===== src/dce_pkg.sv =====
// Purpose: constants and types shared by the discrepancy evaluator files
// Assumes: 10 MHz system clock, 16-bit process values, currents in uA
// Notes: one channel pair per instance of the top module
package dce_pkg;
	// ==========================================================
	// clock and timer
	localparam int CLK_HZ = 10000000;
	localparam int TICK_MS = 10;
	localparam int TICK_CYCLES = CLK_HZ / 1000 * TICK_MS;
	localparam logic [14:0] MAX_TIME_MS = 15'h7530; // 30000 ms
	localparam logic [11:0] MIN_TICKS = 12'h002; // least nonzero timer
	// ==========================================================
	// register offsets (plain port, word addressed)
	localparam logic [3:0] OFS_TIME = 4'h0;
	localparam logic [3:0] OFS_CTRL = 4'h1;
	localparam logic [3:0] OFS_TOL = 4'h2;
	localparam logic [3:0] OFS_STAT = 4'h3;
	localparam logic [3:0] OFS_VALUE = 4'h4;
	localparam logic [3:0] OFS_ACK = 4'h5;
	// ctrl fields
	localparam int CTRL_SEL_MAX = 0;
	localparam int CTRL_RANGE4 = 1;
	localparam int CTRL_ABS_EN = 2;
	localparam int CTRL_REL_EN = 3;
	localparam int CTRL_SMOOTH = 4; // two bits: 1,4,16,64
	// tol fields: tenths of a percent, 2..200
	localparam int TOL_ABS_LSB = 0;
	localparam int TOL_REL_LSB = 8;
	localparam logic [7:0] TOL_MIN = 8'h02;
	localparam logic [7:0] TOL_MAX = 8'hc8;
	// reset values
	localparam logic [15:0] TIME_RST = 16'h0096; // 150 ms
	localparam logic [15:0] CTRL_RST = 16'h000e;
	localparam logic [15:0] TOL_RST = 16'h1919; // 2.5 %
	// ==========================================================
	// currents in uA
	localparam logic [15:0] RANGE_END_CURRENT = 16'h4e20; // 20 mA
	localparam logic [15:0] START_4MA = 16'h0fa0;
	localparam logic [15:0] ERROR_CODE = 16'h7fff;
	localparam logic [15:0] PCT_DIV = 16'h03e8; // 100 % in tenths

	typedef enum logic [1:0] {
		DCE_AGREE = 2'b00,
		DCE_TIMING = 2'b01,
		DCE_ERROR = 2'b11
	} dce_state_t;

	// tolerance deviation: span times tenths of percent over 1000
	function automatic logic [15:0] dce_dev(input logic [15:0] span,
		input logic [7:0] pct);
		logic [23:0] prod;
		prod = 24'(span) * 24'(pct);
		return 16'(prod / 24'(PCT_DIV));
	endfunction

	function automatic logic [7:0] dce_clip(input logic [7:0] t);
		return (t < TOL_MIN) ? TOL_MIN : ((t > TOL_MAX) ? TOL_MAX : t);
	endfunction
endpackage


===== src/dce_smooth_if.sv =====
// Purpose: carries smoothed channel values between the smoother and top
// Assumes: one pair of 16-bit values
// Notes: valid pulses once per finished averaging window
interface dce_smooth_if;
	logic [15:0] avg_a;
	logic [15:0] avg_b;
	logic avg_valid;
	logic [1:0] depth;
	logic restart;
	modport src (output avg_a, avg_b, avg_valid, input depth, restart);
	modport dst (input avg_a, avg_b, avg_valid, output depth, restart);
endinterface


===== src/dce_eval.sv =====
// Purpose: discrepancy evaluator for one redundant current input pair
// Assumes: samples in uA, synchronous to sys_clk
// Notes: results feed the process input image of the safety controller
// Notes on behaviour
// - a discrepancy outlasting the configured time becomes an error.
// - an error pulses the diagnostic interrupt and reports 7fff.
// - returning inside the window clears the running timer.
// - the configured time is rounded to whole 10 ms steps.
// - zero time stays zero, small nonzero times rise to the minimum.
// - while the discrepancy time runs, the last good selected value is held.
// - a per-pair bit picks the lower or the higher channel.
// - absolute deviation is span times percent over 100.
// - relative deviation is percent of selected value minus range start.
// - both tolerance percentages are held within 0.2 to 20 percent.
// - with both tolerances on, the larger deviation is the window.
// - the pair keeps its own time, selection and two tolerances.
// - discrepant after startup or a channel fault reports 7fff and times.
// - channel values are averaged over 1, 4, 16 or 64 conversions.
// - agreement at expiry reports the value and holds a fault until ack.
module dce_eval import dce_pkg::*; (
	input wire logic sys_clk,
	input wire logic sys_rst,
	input wire logic [3:0] reg_addr,
	input wire logic [15:0] reg_wdata,
	input wire logic reg_wr,
	input wire logic reg_rd,
	output logic [15:0] reg_rdata,
	input wire logic sample_valid,
	input wire logic [15:0] sample_a,
	input wire logic [15:0] sample_b,
	input wire logic channel_fault,
	output logic [15:0] process_input_image,
	output logic diag_irq,
	output logic fault_held
);
	dce_smooth_if sm ();

	dce_smoother u_smooth (
		.sys_clk(sys_clk),
		.sys_rst(sys_rst),
		.sample_valid(sample_valid),
		.sample_a(sample_a),
		.sample_b(sample_b),
		.sm(sm)
	);

	// ==========================================================
	// registers
	logic [15:0] time_ms, ctrl, tol, next_time_ms, next_ctrl, next_tol;
	logic [15:0] rdata, next_rdata;
	logic [11:0] lim_ticks, next_lim_ticks;
	logic [15:0] rnd;

	// round to 10 ms steps and clamp small values
	always_comb begin
		next_time_ms = time_ms;
		next_ctrl = ctrl;
		next_tol = tol;
		rnd = (time_ms > 16'(MAX_TIME_MS)) ? 16'(MAX_TIME_MS) : time_ms;
		next_lim_ticks = 12'((rnd + 16'h0005) / 16'(TICK_MS));
		if (time_ms != 16'h0000 && next_lim_ticks < MIN_TICKS) begin
			next_lim_ticks = MIN_TICKS;
		end
		if (reg_wr) begin
			case (reg_addr)
				OFS_TIME: next_time_ms = reg_wdata;
				OFS_CTRL: next_ctrl = reg_wdata;
				OFS_TOL: next_tol = {dce_clip(reg_wdata[15:8]),
					dce_clip(reg_wdata[7:0])};
				default: ;
			endcase
		end
	end

	always_ff @(posedge sys_clk) begin
		if (sys_rst) begin
			time_ms <= TIME_RST;
			ctrl <= CTRL_RST;
			tol <= TOL_RST;
			// matches the reset time so the limit does not lag the setting out of reset
			lim_ticks <= 12'((TIME_RST + 16'h0005) / 16'(TICK_MS));
			rdata <= '0;
		end else begin
			time_ms <= next_time_ms;
			ctrl <= next_ctrl;
			tol <= next_tol;
			lim_ticks <= next_lim_ticks;
			rdata <= next_rdata;
		end
	end

	// ==========================================================
	// selection and tolerance window
	logic [15:0] sel, other, start, diff, dabs, drel, dwin;
	logic outside;
	always_comb begin
		if (ctrl[CTRL_SEL_MAX] == (sm.avg_a >= sm.avg_b)) begin
			sel = sm.avg_a;
			other = sm.avg_b;
		end else begin
			sel = sm.avg_b;
			other = sm.avg_a;
		end
		start = ctrl[CTRL_RANGE4] ? START_4MA : 16'h0000;
		diff = (sel > other) ? sel - other : other - sel;
		dabs = dce_dev(RANGE_END_CURRENT - start,
			tol[TOL_ABS_LSB +: 8]);
		drel = dce_dev((sel > start) ? sel - start : start - sel,
			tol[TOL_REL_LSB +: 8]);
		if (!ctrl[CTRL_ABS_EN]) begin
			dabs = '0;
		end
		if (!ctrl[CTRL_REL_EN]) begin
			drel = '0;
		end
		dwin = (dabs > drel) ? dabs : drel;
		outside = diff > dwin;
	end
	assign sm.depth = ctrl[CTRL_SMOOTH +: 2];
	assign sm.restart = channel_fault;

	// ==========================================================
	// 10 ms tick divider
	logic [19:0] div, next_div;
	logic tick;
	always_comb begin
		tick = div == 20'(TICK_CYCLES - 1);
		next_div = tick ? '0 : div + 20'h00001;
	end
	always_ff @(posedge sys_clk) begin
		if (sys_rst) begin
			div <= '0;
		end else begin
			div <= next_div;
		end
	end

	// ==========================================================
	// discrepancy state machine; fresh marks startup or post-fault
	dce_state_t st, next_st;
	logic [11:0] ticks, next_ticks;
	logic [15:0] piv, next_piv, held, next_held;
	logic fresh, next_fresh, irq, next_irq, flt, next_flt;
	logic ack;
	logic expire;
	assign ack = reg_wr && reg_addr == OFS_ACK;
	assign expire = (ticks >= lim_ticks);

	always_comb begin
		next_st = st;
		next_ticks = ticks;
		next_piv = piv;
		next_held = held;
		next_fresh = fresh;
		next_irq = 1'b0;
		next_flt = flt;
		if (ack) begin
			next_flt = 1'b0;
		end
		if (channel_fault) begin
			next_fresh = 1'b1;
			next_st = DCE_AGREE;
			next_ticks = '0;
			next_piv = ERROR_CODE;
		end else if (sm.avg_valid) begin
			case (st)
				DCE_AGREE: begin
					if (outside) begin
						next_st = DCE_TIMING;
						next_ticks = '0;
						if (fresh) begin
							next_piv = ERROR_CODE;
						end
					end else begin
						next_held = sel;
						next_piv = sel;
						next_fresh = 1'b0;
					end
				end
				DCE_TIMING: begin
					if (!outside) begin
						next_st = DCE_AGREE;
						next_ticks = '0;
						next_held = sel;
						next_piv = sel;
						next_fresh = 1'b0;
					end else begin
						next_piv = fresh ? ERROR_CODE : held;
					end
				end
				DCE_ERROR: begin
					if (!outside) begin
						next_st = DCE_AGREE;
						next_held = sel;
						next_piv = sel;
						next_fresh = 1'b0;
					end
				end
				default: next_st = DCE_AGREE;
			endcase
		end
		if (!channel_fault && st == DCE_TIMING && next_st == DCE_TIMING) begin
			if (tick && !expire) begin
				next_ticks = ticks + 12'h001;
			end
			if (expire) begin
				next_ticks = '0;
				next_flt = 1'b1;
				next_irq = 1'b1;
				if (outside) begin
					next_st = DCE_ERROR;
					next_piv = ERROR_CODE;
				end else begin
					next_st = DCE_AGREE;
					next_piv = sel;
					next_held = sel;
				end
			end
		end
	end

	always_ff @(posedge sys_clk) begin
		if (sys_rst) begin
			st <= DCE_AGREE;
			ticks <= '0;
			piv <= ERROR_CODE;
			held <= '0;
			fresh <= 1'b1;
			irq <= 1'b0;
			flt <= 1'b0;
		end else begin
			st <= next_st;
			ticks <= next_ticks;
			piv <= next_piv;
			held <= next_held;
			fresh <= next_fresh;
			irq <= next_irq;
			flt <= next_flt;
		end
	end

	// ==========================================================
	// read port: data stand one cycle after the strobe
	always_comb begin
		next_rdata = '0;
		if (reg_rd) begin
			case (reg_addr)
				OFS_TIME: next_rdata = time_ms;
				OFS_CTRL: next_rdata = ctrl;
				OFS_TOL: next_rdata = tol;
				OFS_STAT: next_rdata = {12'h000, flt, fresh, st};
				OFS_VALUE: next_rdata = piv;
				default: next_rdata = '0;
			endcase
		end
	end

	assign reg_rdata = rdata;
	assign process_input_image = piv;
	assign diag_irq = irq;
	assign fault_held = flt;
endmodule


===== src/dce_smoother.sv =====
// Purpose: averages both channels over 1, 4, 16 or 64 conversions
// Assumes: sample strobe marks one conversion per channel
// Notes: restart flushes the running sum
module dce_smoother import dce_pkg::*; (
	input wire logic sys_clk,
	input wire logic sys_rst,
	input wire logic sample_valid,
	input wire logic [15:0] sample_a,
	input wire logic [15:0] sample_b,
	dce_smooth_if.src sm
);
	logic [21:0] sum_a, sum_b, next_sum_a, next_sum_b;
	logic [5:0] cnt, next_cnt;
	logic [15:0] avg_a, avg_b, next_avg_a, next_avg_b;
	logic vld, next_vld;
	logic [5:0] last;
	logic [21:0] ta, tb;

	// ==========================================================
	// window accumulation; shift by 2*depth gives the mean
	always_comb begin
		last = 6'((7'h01 << (2 * sm.depth)) - 7'h01);
		next_sum_a = sum_a;
		next_sum_b = sum_b;
		next_cnt = cnt;
		next_avg_a = avg_a;
		next_avg_b = avg_b;
		next_vld = 1'b0;
		ta = sum_a + 22'(sample_a);
		tb = sum_b + 22'(sample_b);
		if (sm.restart) begin
			next_sum_a = '0;
			next_sum_b = '0;
			next_cnt = '0;
		end else if (sample_valid) begin
			if (cnt == last) begin
				next_avg_a = 16'(ta >> (2 * sm.depth));
				next_avg_b = 16'(tb >> (2 * sm.depth));
				next_vld = 1'b1;
				next_sum_a = '0;
				next_sum_b = '0;
				next_cnt = '0;
			end else begin
				next_sum_a = ta;
				next_sum_b = tb;
				next_cnt = cnt + 6'h01;
			end
		end
	end

	always_ff @(posedge sys_clk) begin
		if (sys_rst) begin
			sum_a <= '0;
			sum_b <= '0;
			cnt <= '0;
			avg_a <= '0;
			avg_b <= '0;
			vld <= 1'b0;
		end else begin
			sum_a <= next_sum_a;
			sum_b <= next_sum_b;
			cnt <= next_cnt;
			avg_a <= next_avg_a;
			avg_b <= next_avg_b;
			vld <= next_vld;
		end
	end

	assign sm.avg_a = avg_a;
	assign sm.avg_b = avg_b;
	assign sm.avg_valid = vld;
endmodule


===== config.mk =====
export PLATFORM = sky130hd
export DESIGN_NAME = dce_eval
export DESIGN_NICKNAME = d
export VERILOG_FILES = /design/src/dce_pkg.sv /design/src/dce_smooth_if.sv /design/src/dce_eval.sv /design/src/dce_smoother.sv
export SDC_FILE = /design/constraint.sdc
export NUM_CORES = 1
export LEC_CHECK = 0
export BUFFER_PORTS_ARGS = -buffer_cell sky130_fd_sc_hd__buf_2
export CAP_MARGIN = 20
export CORE_ASPECT_RATIO = 0.75
export CORE_UTILIZATION = 45
export DETAILED_ROUTE_END_ITERATION = 12
export GPL_ROUTABILITY_DRIVEN = 0
export PLACE_DENSITY = 0.6
export SYNTH_ARGS = -nofsm -noshare
export SYNTH_HDL_FRONTEND = slang
export SYNTH_SLANG_ARGS = --single-unit

===== constraint.sdc =====
create_clock -name sys_clk -period 21.9 [get_ports sys_clk]
set_clock_uncertainty 0.2 [all_clocks]
set_input_delay 4.38 -clock sys_clk [delete_from_list [all_inputs] [get_ports sys_clk]]
set_output_delay 4.38 -clock sys_clk [all_outputs]
set_load 0.01 [all_outputs]

### Word level (Yosys, flattened, before mapping)

Cells that the tools add are included.

| storage, ports and cells | value |
|---|---|
| input port bits | 58 |
| register bits after elaboration | 228 |
| logic and storage cells | 148 |
| output and inout bits | 34 |

| cells by class | value |
|---|---|
| $lt $le $gt $ge | 12 |
| muxes and demuxes | 57 |
| div/mod/pow operators | 3 |
| shift operators | 3 |
| add/sub/neg operators | 12 |
| equal/unequal tests | 11 |
| reduce and logical (&&, ||, !) cells | 23 |
| multiply operators | 2 |
| bitwise operators | 5 |

Operators with widths:

| operator | number |
|---|---|
| $mux 16 | 25 |
| $mux 12 | 8 |
| $pmux 16 s5 | 1 |
| $div 24x10->24 const B | 2 |
| $gt 16x16->1 | 3 |
| $mul 16x8->24 | 2 |
| $pmux 16 s3 | 1 |
| $add 22x16->22 | 2 |
| $mux 22 | 2 |
| $shr 22x3->16 | 2 |
| $mux 8 | 4 |
| $sub 16x16->16 | 2 |
| $pmux 12 s2 | 1 |
| $add 20x1->20 const B | 1 |
| $eq 20x17->1 const B | 1 |
| $add 16x3->16 const B | 1 |
| $div 16x4->16 const B | 1 |
| $ge 16x16->1 | 1 |
| $gt 16x12->1 | 1 |
| $gt 16x15->1 const B | 1 |
| $gt 8x8->1 const B | 2 |
| $lt 8x2->1 const B | 2 |
| $reduce_bool 16->1 | 1 |
| $sub 12x16->16 | 1 |
| 29 further kinds | 60 |

### Longest topological paths before layout

| depth | value |
|---|---|
| depth after elaboration | 19 |
| gate-level depth with buffers | 120 |
| mapped depth without buffers | 105 |

### Hierarchy

A second synthesis with hierarchy kept.

| second synthesis, totals | value |
|---|---|
| cells, all modules | 4,325 |
| area total of the unflattened synthesis | 32,009.4 µm² |

By module, submodules not included:

| module | cells an instance | area an instance (µm²) | times used | seq. area each (µm²) |
|---|---|---|---|---|
| dce_eval | 3,557 | 26,082.5 | 1 | 2,902.8 |
| dce_smoother | 768 | 5,926.9 | 1 | 1,661.6 |

### Least setup slack after synthesis

Ideal clock, no wire load.

| timing | value |
|---|---|
| kind | reg-to-reg |
| from | register u_smooth.avg_b[9] (netlist: u_smooth.sm.avg_b[9]) |
| to | register ticks[11] |
| clock period less this slack | 23,742 ps |
| buffers on the path | 14 |
| setup time | 70 ps |
| required time | 21,630 ps |
| setup slack | -1,842 ps |
| stages on the path, launching flop included | 111 |
| data arrival time | 23,472 ps |
| path through | dfxtp_1 > inv_1 > ha_1 > clkbuf_1 > inv_1 > nor2_1 > and3_1 > a221oi_1 > o211ai_1 > xor2_1 > clkbuf_1 > clkbuf_1 > clkbuf_1 > clkbuf_1 > nand2_1 > nand2_1 > ha_1 > clkbuf_1 > (+75 left out) > nor2b_1 > o21a_1 > o21ai_0 > nand2b_1 > a21oi_1 > nor2b_1 > o21ai_0 > nand2b_1 > a21oi_1 > o31a_1 > o21ai_1 > clkinv_1 > a21o_1 > or3_1 > clkbuf_1 > or2_2 > or4_1 > a21oi_1 |

| on the way | value |
|---|---|
| cells in the longest elaborated chain, start to end | 18 |
| elaborated cells between the ends (all ways) | 33 |
| those cells by class | 4 x add/sub; 1 x mul; 1 x div; 5 x order compare; 2 x eq/ne; 19 x mux; 1 x reduce/logical |

RTL lines:

| what | RTL line | RTL |
|---|---|---|
| start: declaration | dce_smoother.sv:14 | `logic [15:0] avg_a, avg_b, next_avg_a, next_avg_b;` |
| start signal: assignment | dce_smoother.sv:64 | `avg_b <= next_avg_b;` |
| $ge 16x16->1 | dce_eval.sv:97 | `if (ctrl[CTRL_SEL_MAX] == (sm.avg_a >= sm.avg_b)) begin` |
| $eq 1x1->1 | dce_eval.sv:97 |  |
| $mux 16 | dce_eval.sv:97 |  |
| $sub 12x16->16, or another cell as far along | dce_eval.sv:108 | `drel = dce_dev((sel > start) ? sel - start : start - sel,` |
| $mux 16 | dce_eval.sv:108 |  |
| $mul 16x8->24 | dce_pkg.sv:52 | `prod = 24'(span) * 24'(pct);` |
| $div 24x10->24 | dce_pkg.sv:53 | `return 16'(prod / 24'(PCT_DIV));` |
| $mux 16 | dce_eval.sv:113 | `if (!ctrl[CTRL_REL_EN]) begin` |
| (+2 left out) | -- |  |
| $gt 16x16->1 * | dce_eval.sv:117 | `outside = diff > dwin;` |
| $mux 12, or another cell as far along | dce_eval.sv:181 | `if (!outside) begin` |
| $pmux 12 s2 / $pmux 2 s2 (equally long branches) | dce_eval.sv:166 | `case (st)` |
| $mux 12 / $mux 2 (equally long branches) | dce_eval.sv:165 | `end else if (sm.avg_valid) begin` |
| $mux 12 / $mux 2 (equally long branches) | dce_eval.sv:160 | `if (channel_fault) begin` |
| $mux 12 / $eq 2x1->1 (equally long branches) | dce_eval.sv:203, dce_eval.sv:202 |  |
| $mux 12 / $logic_and 1x1->1 (equally long branches) | dce_eval.sv:206, dce_eval.sv:202 |  |
| $mux 12 * | dce_eval.sv:202 | `if (!channel_fault && st == DCE_TIMING && next_st == DCE_TIMING) begin` |
| end signal: assignment | dce_eval.sv:233 | `ticks <= next_ticks;` |
| end: declaration | dce_eval.sv:141 | `logic [11:0] ticks, next_ticks;` |

Mark *: on every way between the ends. The rest lies on a longest branch, timed or not.
A chain may end at the register's enable or synchronous reset.

### Final worst setup path

| timing | value |
|---|---|
| from | register u_smooth.avg_b[5] (netlist: u_smooth.sm.avg_b[5]) |
| to | register ticks[11] |

Same word-level chain as after synthesis.

==> flow_summary_export.csv <==
group,metric,value,unit
route,wl_per_cell,18.4,µm
setup_path,cp.required,22180,ps
finish,fillCellCount,6202,
floorplanning,num_rows,82,
yosys,yosysWarnings,0,
status,status,"finished clean",
finish,multi_input_area,0.0270,mm²
route,viasPerCell,6.05,
timing,clock.fmax,0.0469,GHz
setup_path,max_stage_delay,580,ps
timing,setup_viol,0,
yosys,synth_area,0.0310,mm²
floorplanning,die_y,229,µm
timing,final-max-slew-violation-count,0,
grt,gr-total-overflow,0,
yosys,syn-mean-instance-area,7.31,µm²
yosys,synth_flop_cell,"dfxtp_1",
timing,fin_tns_setup,0,ps
grt,grt_antenna_before_repair,2,
setup_path,worst_setup_path_end_kind,"register",
clock_network,cts_buffers,24,
route,drtIter0Drc,3540,
clock_network,cts_tree,"yes",
route,vias,33364,
setup_path,crit_type,"reg2reg",
timing,worst_pin_slew,1040,ps
floorplanning,core,0.0675,mm²
finish,nets,4993,
route,ant_nets,0,
floorplanning,die_width,305,µm
route,drt_first_pass_iters,6,
place,port_buffers,91,
clock_network,clkTransAtPathRegs,70,ps
setup_path,crit_fanout,7,
timing,hold_viol_final,0,
floorplanning,dieArea,0.0700,mm²
yosys,synth_top_family_by_area,"compound AO/OA/AOI/OAI gates",
grt,grt_max_degree,77,
yosys,ys_seq_area_share,14.7,%
route,remaining_drc_errors,0,
grt,grt_use_total,26.8,%
yosys,synth-compound-area-share,29.5,%
setup_path,cp_slowest_cell,"fa_1",
clock_network,holdBufCountCts,0,
grt,grt_pass1_wl,157000,µm
timing,period_share,97.3,%
yosys,synthMuxAreaShare,3.03,%
floorplanning,io_pins,92,
yosys,synth_area_leader_cell,"dfxtp_1",
clock_network,clk_latency,550,ps
finish,syn2layout_area_growth,24.3,%
floorplanning,initial_core_util,45.9,%
setup_path,worstPathArrival,21590,ps
job,maxCapViolations,0,
finish,finish.utilization,57.1,%
yosys,ys_types,117,
grt,first_global_vias,29577,
clock_network,htreeDepth,1,
yosys,synth-adder-area-share,15.9,%
timing,rsz0062_at_grt,"true",
clock_network,cts_root_buffer,"clkbuf_16",
yosys,synth-edff-count,0,
place,hpwl,77100,µm
min_path,hold_class,"reg2reg",
yosys,synth_cells,4246,
clock_network,cts_sinks,228,
clock_network,cts.path.max_buffers,3,
timing,slew_headroom,30.2,%
timing,min_period,21300,ps
yosys,synth_most_common_cell,"nor2_1",
yosys,async_reset_ff_share,0,%
yosys,yosys-top-cells-area,"dfxtp_1 (15%), ha_1 (8.0%), fa_1 (7.6%)",
finish,seqCellArea,0.00457,mm²
yosys,synth_xor_area_share,6.10,%
yosys,synth_common_cells,"nor2_1 (425), a21oi_1 (394), nand2_1 (394), o21ai_0 (237), dfxtp_1 (228)",
setup_path,setup.worst_path.start_class,"register",
yosys,synth_top_area_share,14.7,%
route,wl,102000,µm
yosys,synth_simple_gate_area_share,25.3,%
finish,drive_above_1_share,22.1,%
timing,fin_hold_ws,256,ps
yosys,ys_ff_latch,228,
## timing repair
item / CTS / global route
pin swaps: 3 / 187
gates cloned: 0 / 6
buffers inserted: 2 / 100
gates resized for setup: 9 / 421
endpoints found under the setup margin: 9 / 49
## final timing paths
check	endpoint	startpoint	cells after the start	slack (ps)
setup / recovery	ticks[11]	u_smooth.sm.avg_b[5]	104	600
hold / removal	ctrl[7]	ctrl[7]	2	260
setup reg to reg	ticks[11]	u_smooth.sm.avg_b[5]	104	600
hold reg to reg	ctrl[7]	ctrl[7]	2	260
## critical path: cells and delay by family, from the launching register on
family | cells | cell delay [ps]
adders and majority gates | 9 | 3370
xor gates and xnor gates | 4 | 790
and+or+nand+nor | 27 | 4900
AOI/OAI and AO/OA | 49 | 8800
buffers and inverters | 12 | 1790
muxes | 3 | 980
DFF | 1 | 330
## routing by layer
metal	routed length, µm	track usage, %
met3	8420	4.86
met4	2010	5.04
met1	48800	40.8
met5	33	0
met2	42500	38.8
## cell type report
type	count	share of cell area, %
repair buffers	555	10.8
inverters	224	2.21
multi-input cells	3585	70.1
diodes	1	0.00649
well taps	882	2.86
clock buffers	31	1.70
clock inverters	13	0.470
flip-flops and latches	228	11.9
## placed cells by master, fill, tap and decap left out, types with 28 or more instances in the layout
cell and instances:
buf_4 428, nor2_1 413, nand2_1 373, a21oi_1 356, dfxtp_1 221, o21ai_0 208
inv_1 204, ha_1 168, and2_1 132, xnor2_1 122, nand3_1 115, fa_1 115
buf_2 91, nor3_1 78, xor2_1 75, o211ai_1 69, nor2b_1 69, a211oi_1 63
a21o_1 62, nand2b_1 56, mux2i_1 51, and3_1 49, nand4_1 48, o22ai_1 38
a21oi_2 36, or3_1 34, a22oi_1 32, o21ai_1 29, o21a_1 29, a221oi_1 29
clkbuf_16 28
## sequential cells by signal, summed over array words and instances (netlist names)
signal and flops:
ctrl 16, diag_irq 1, div 20, fault_held 1, fresh 1, held 16, lim_ticks 12, process_input_image 16
reg_rdata 16, st 2, ticks 12, time_ms 16, tol 16, u_smooth.cnt 6, u_smooth.sm.avg_a 16, u_smooth.sm.avg_b 16
u_smooth.sm.avg_valid 1, u_smooth.sum_a 22, u_smooth.sum_b 22
## kinds of logic (layout without fill, tap and decap cells)
kind of cell	count (synthesis)	count (layout)
and+or+nand+nor	1590	1590
other	2	8
adders and majority gates	324	324
xor gates and xnor gates	215	215
DFF	228	228
muxes	86	86
buffers and inverters	439	823
AOI/OAI and AO/OA	1362	1363
## per-stage QoR
stage	std cells	instance area (µm²)	setup WS [ps]
floorplan	4251	31400	15.1
global placement	5366	34700	-0.412
detailed placement	5368	34800	-196
CTS	5414	35700	5.40
global route	5518	38600	-521
finish	5519	38600	595
Power is not shown: default switching activity piles up to over one toggle a cycle in this logic, so the estimate is an artifact.
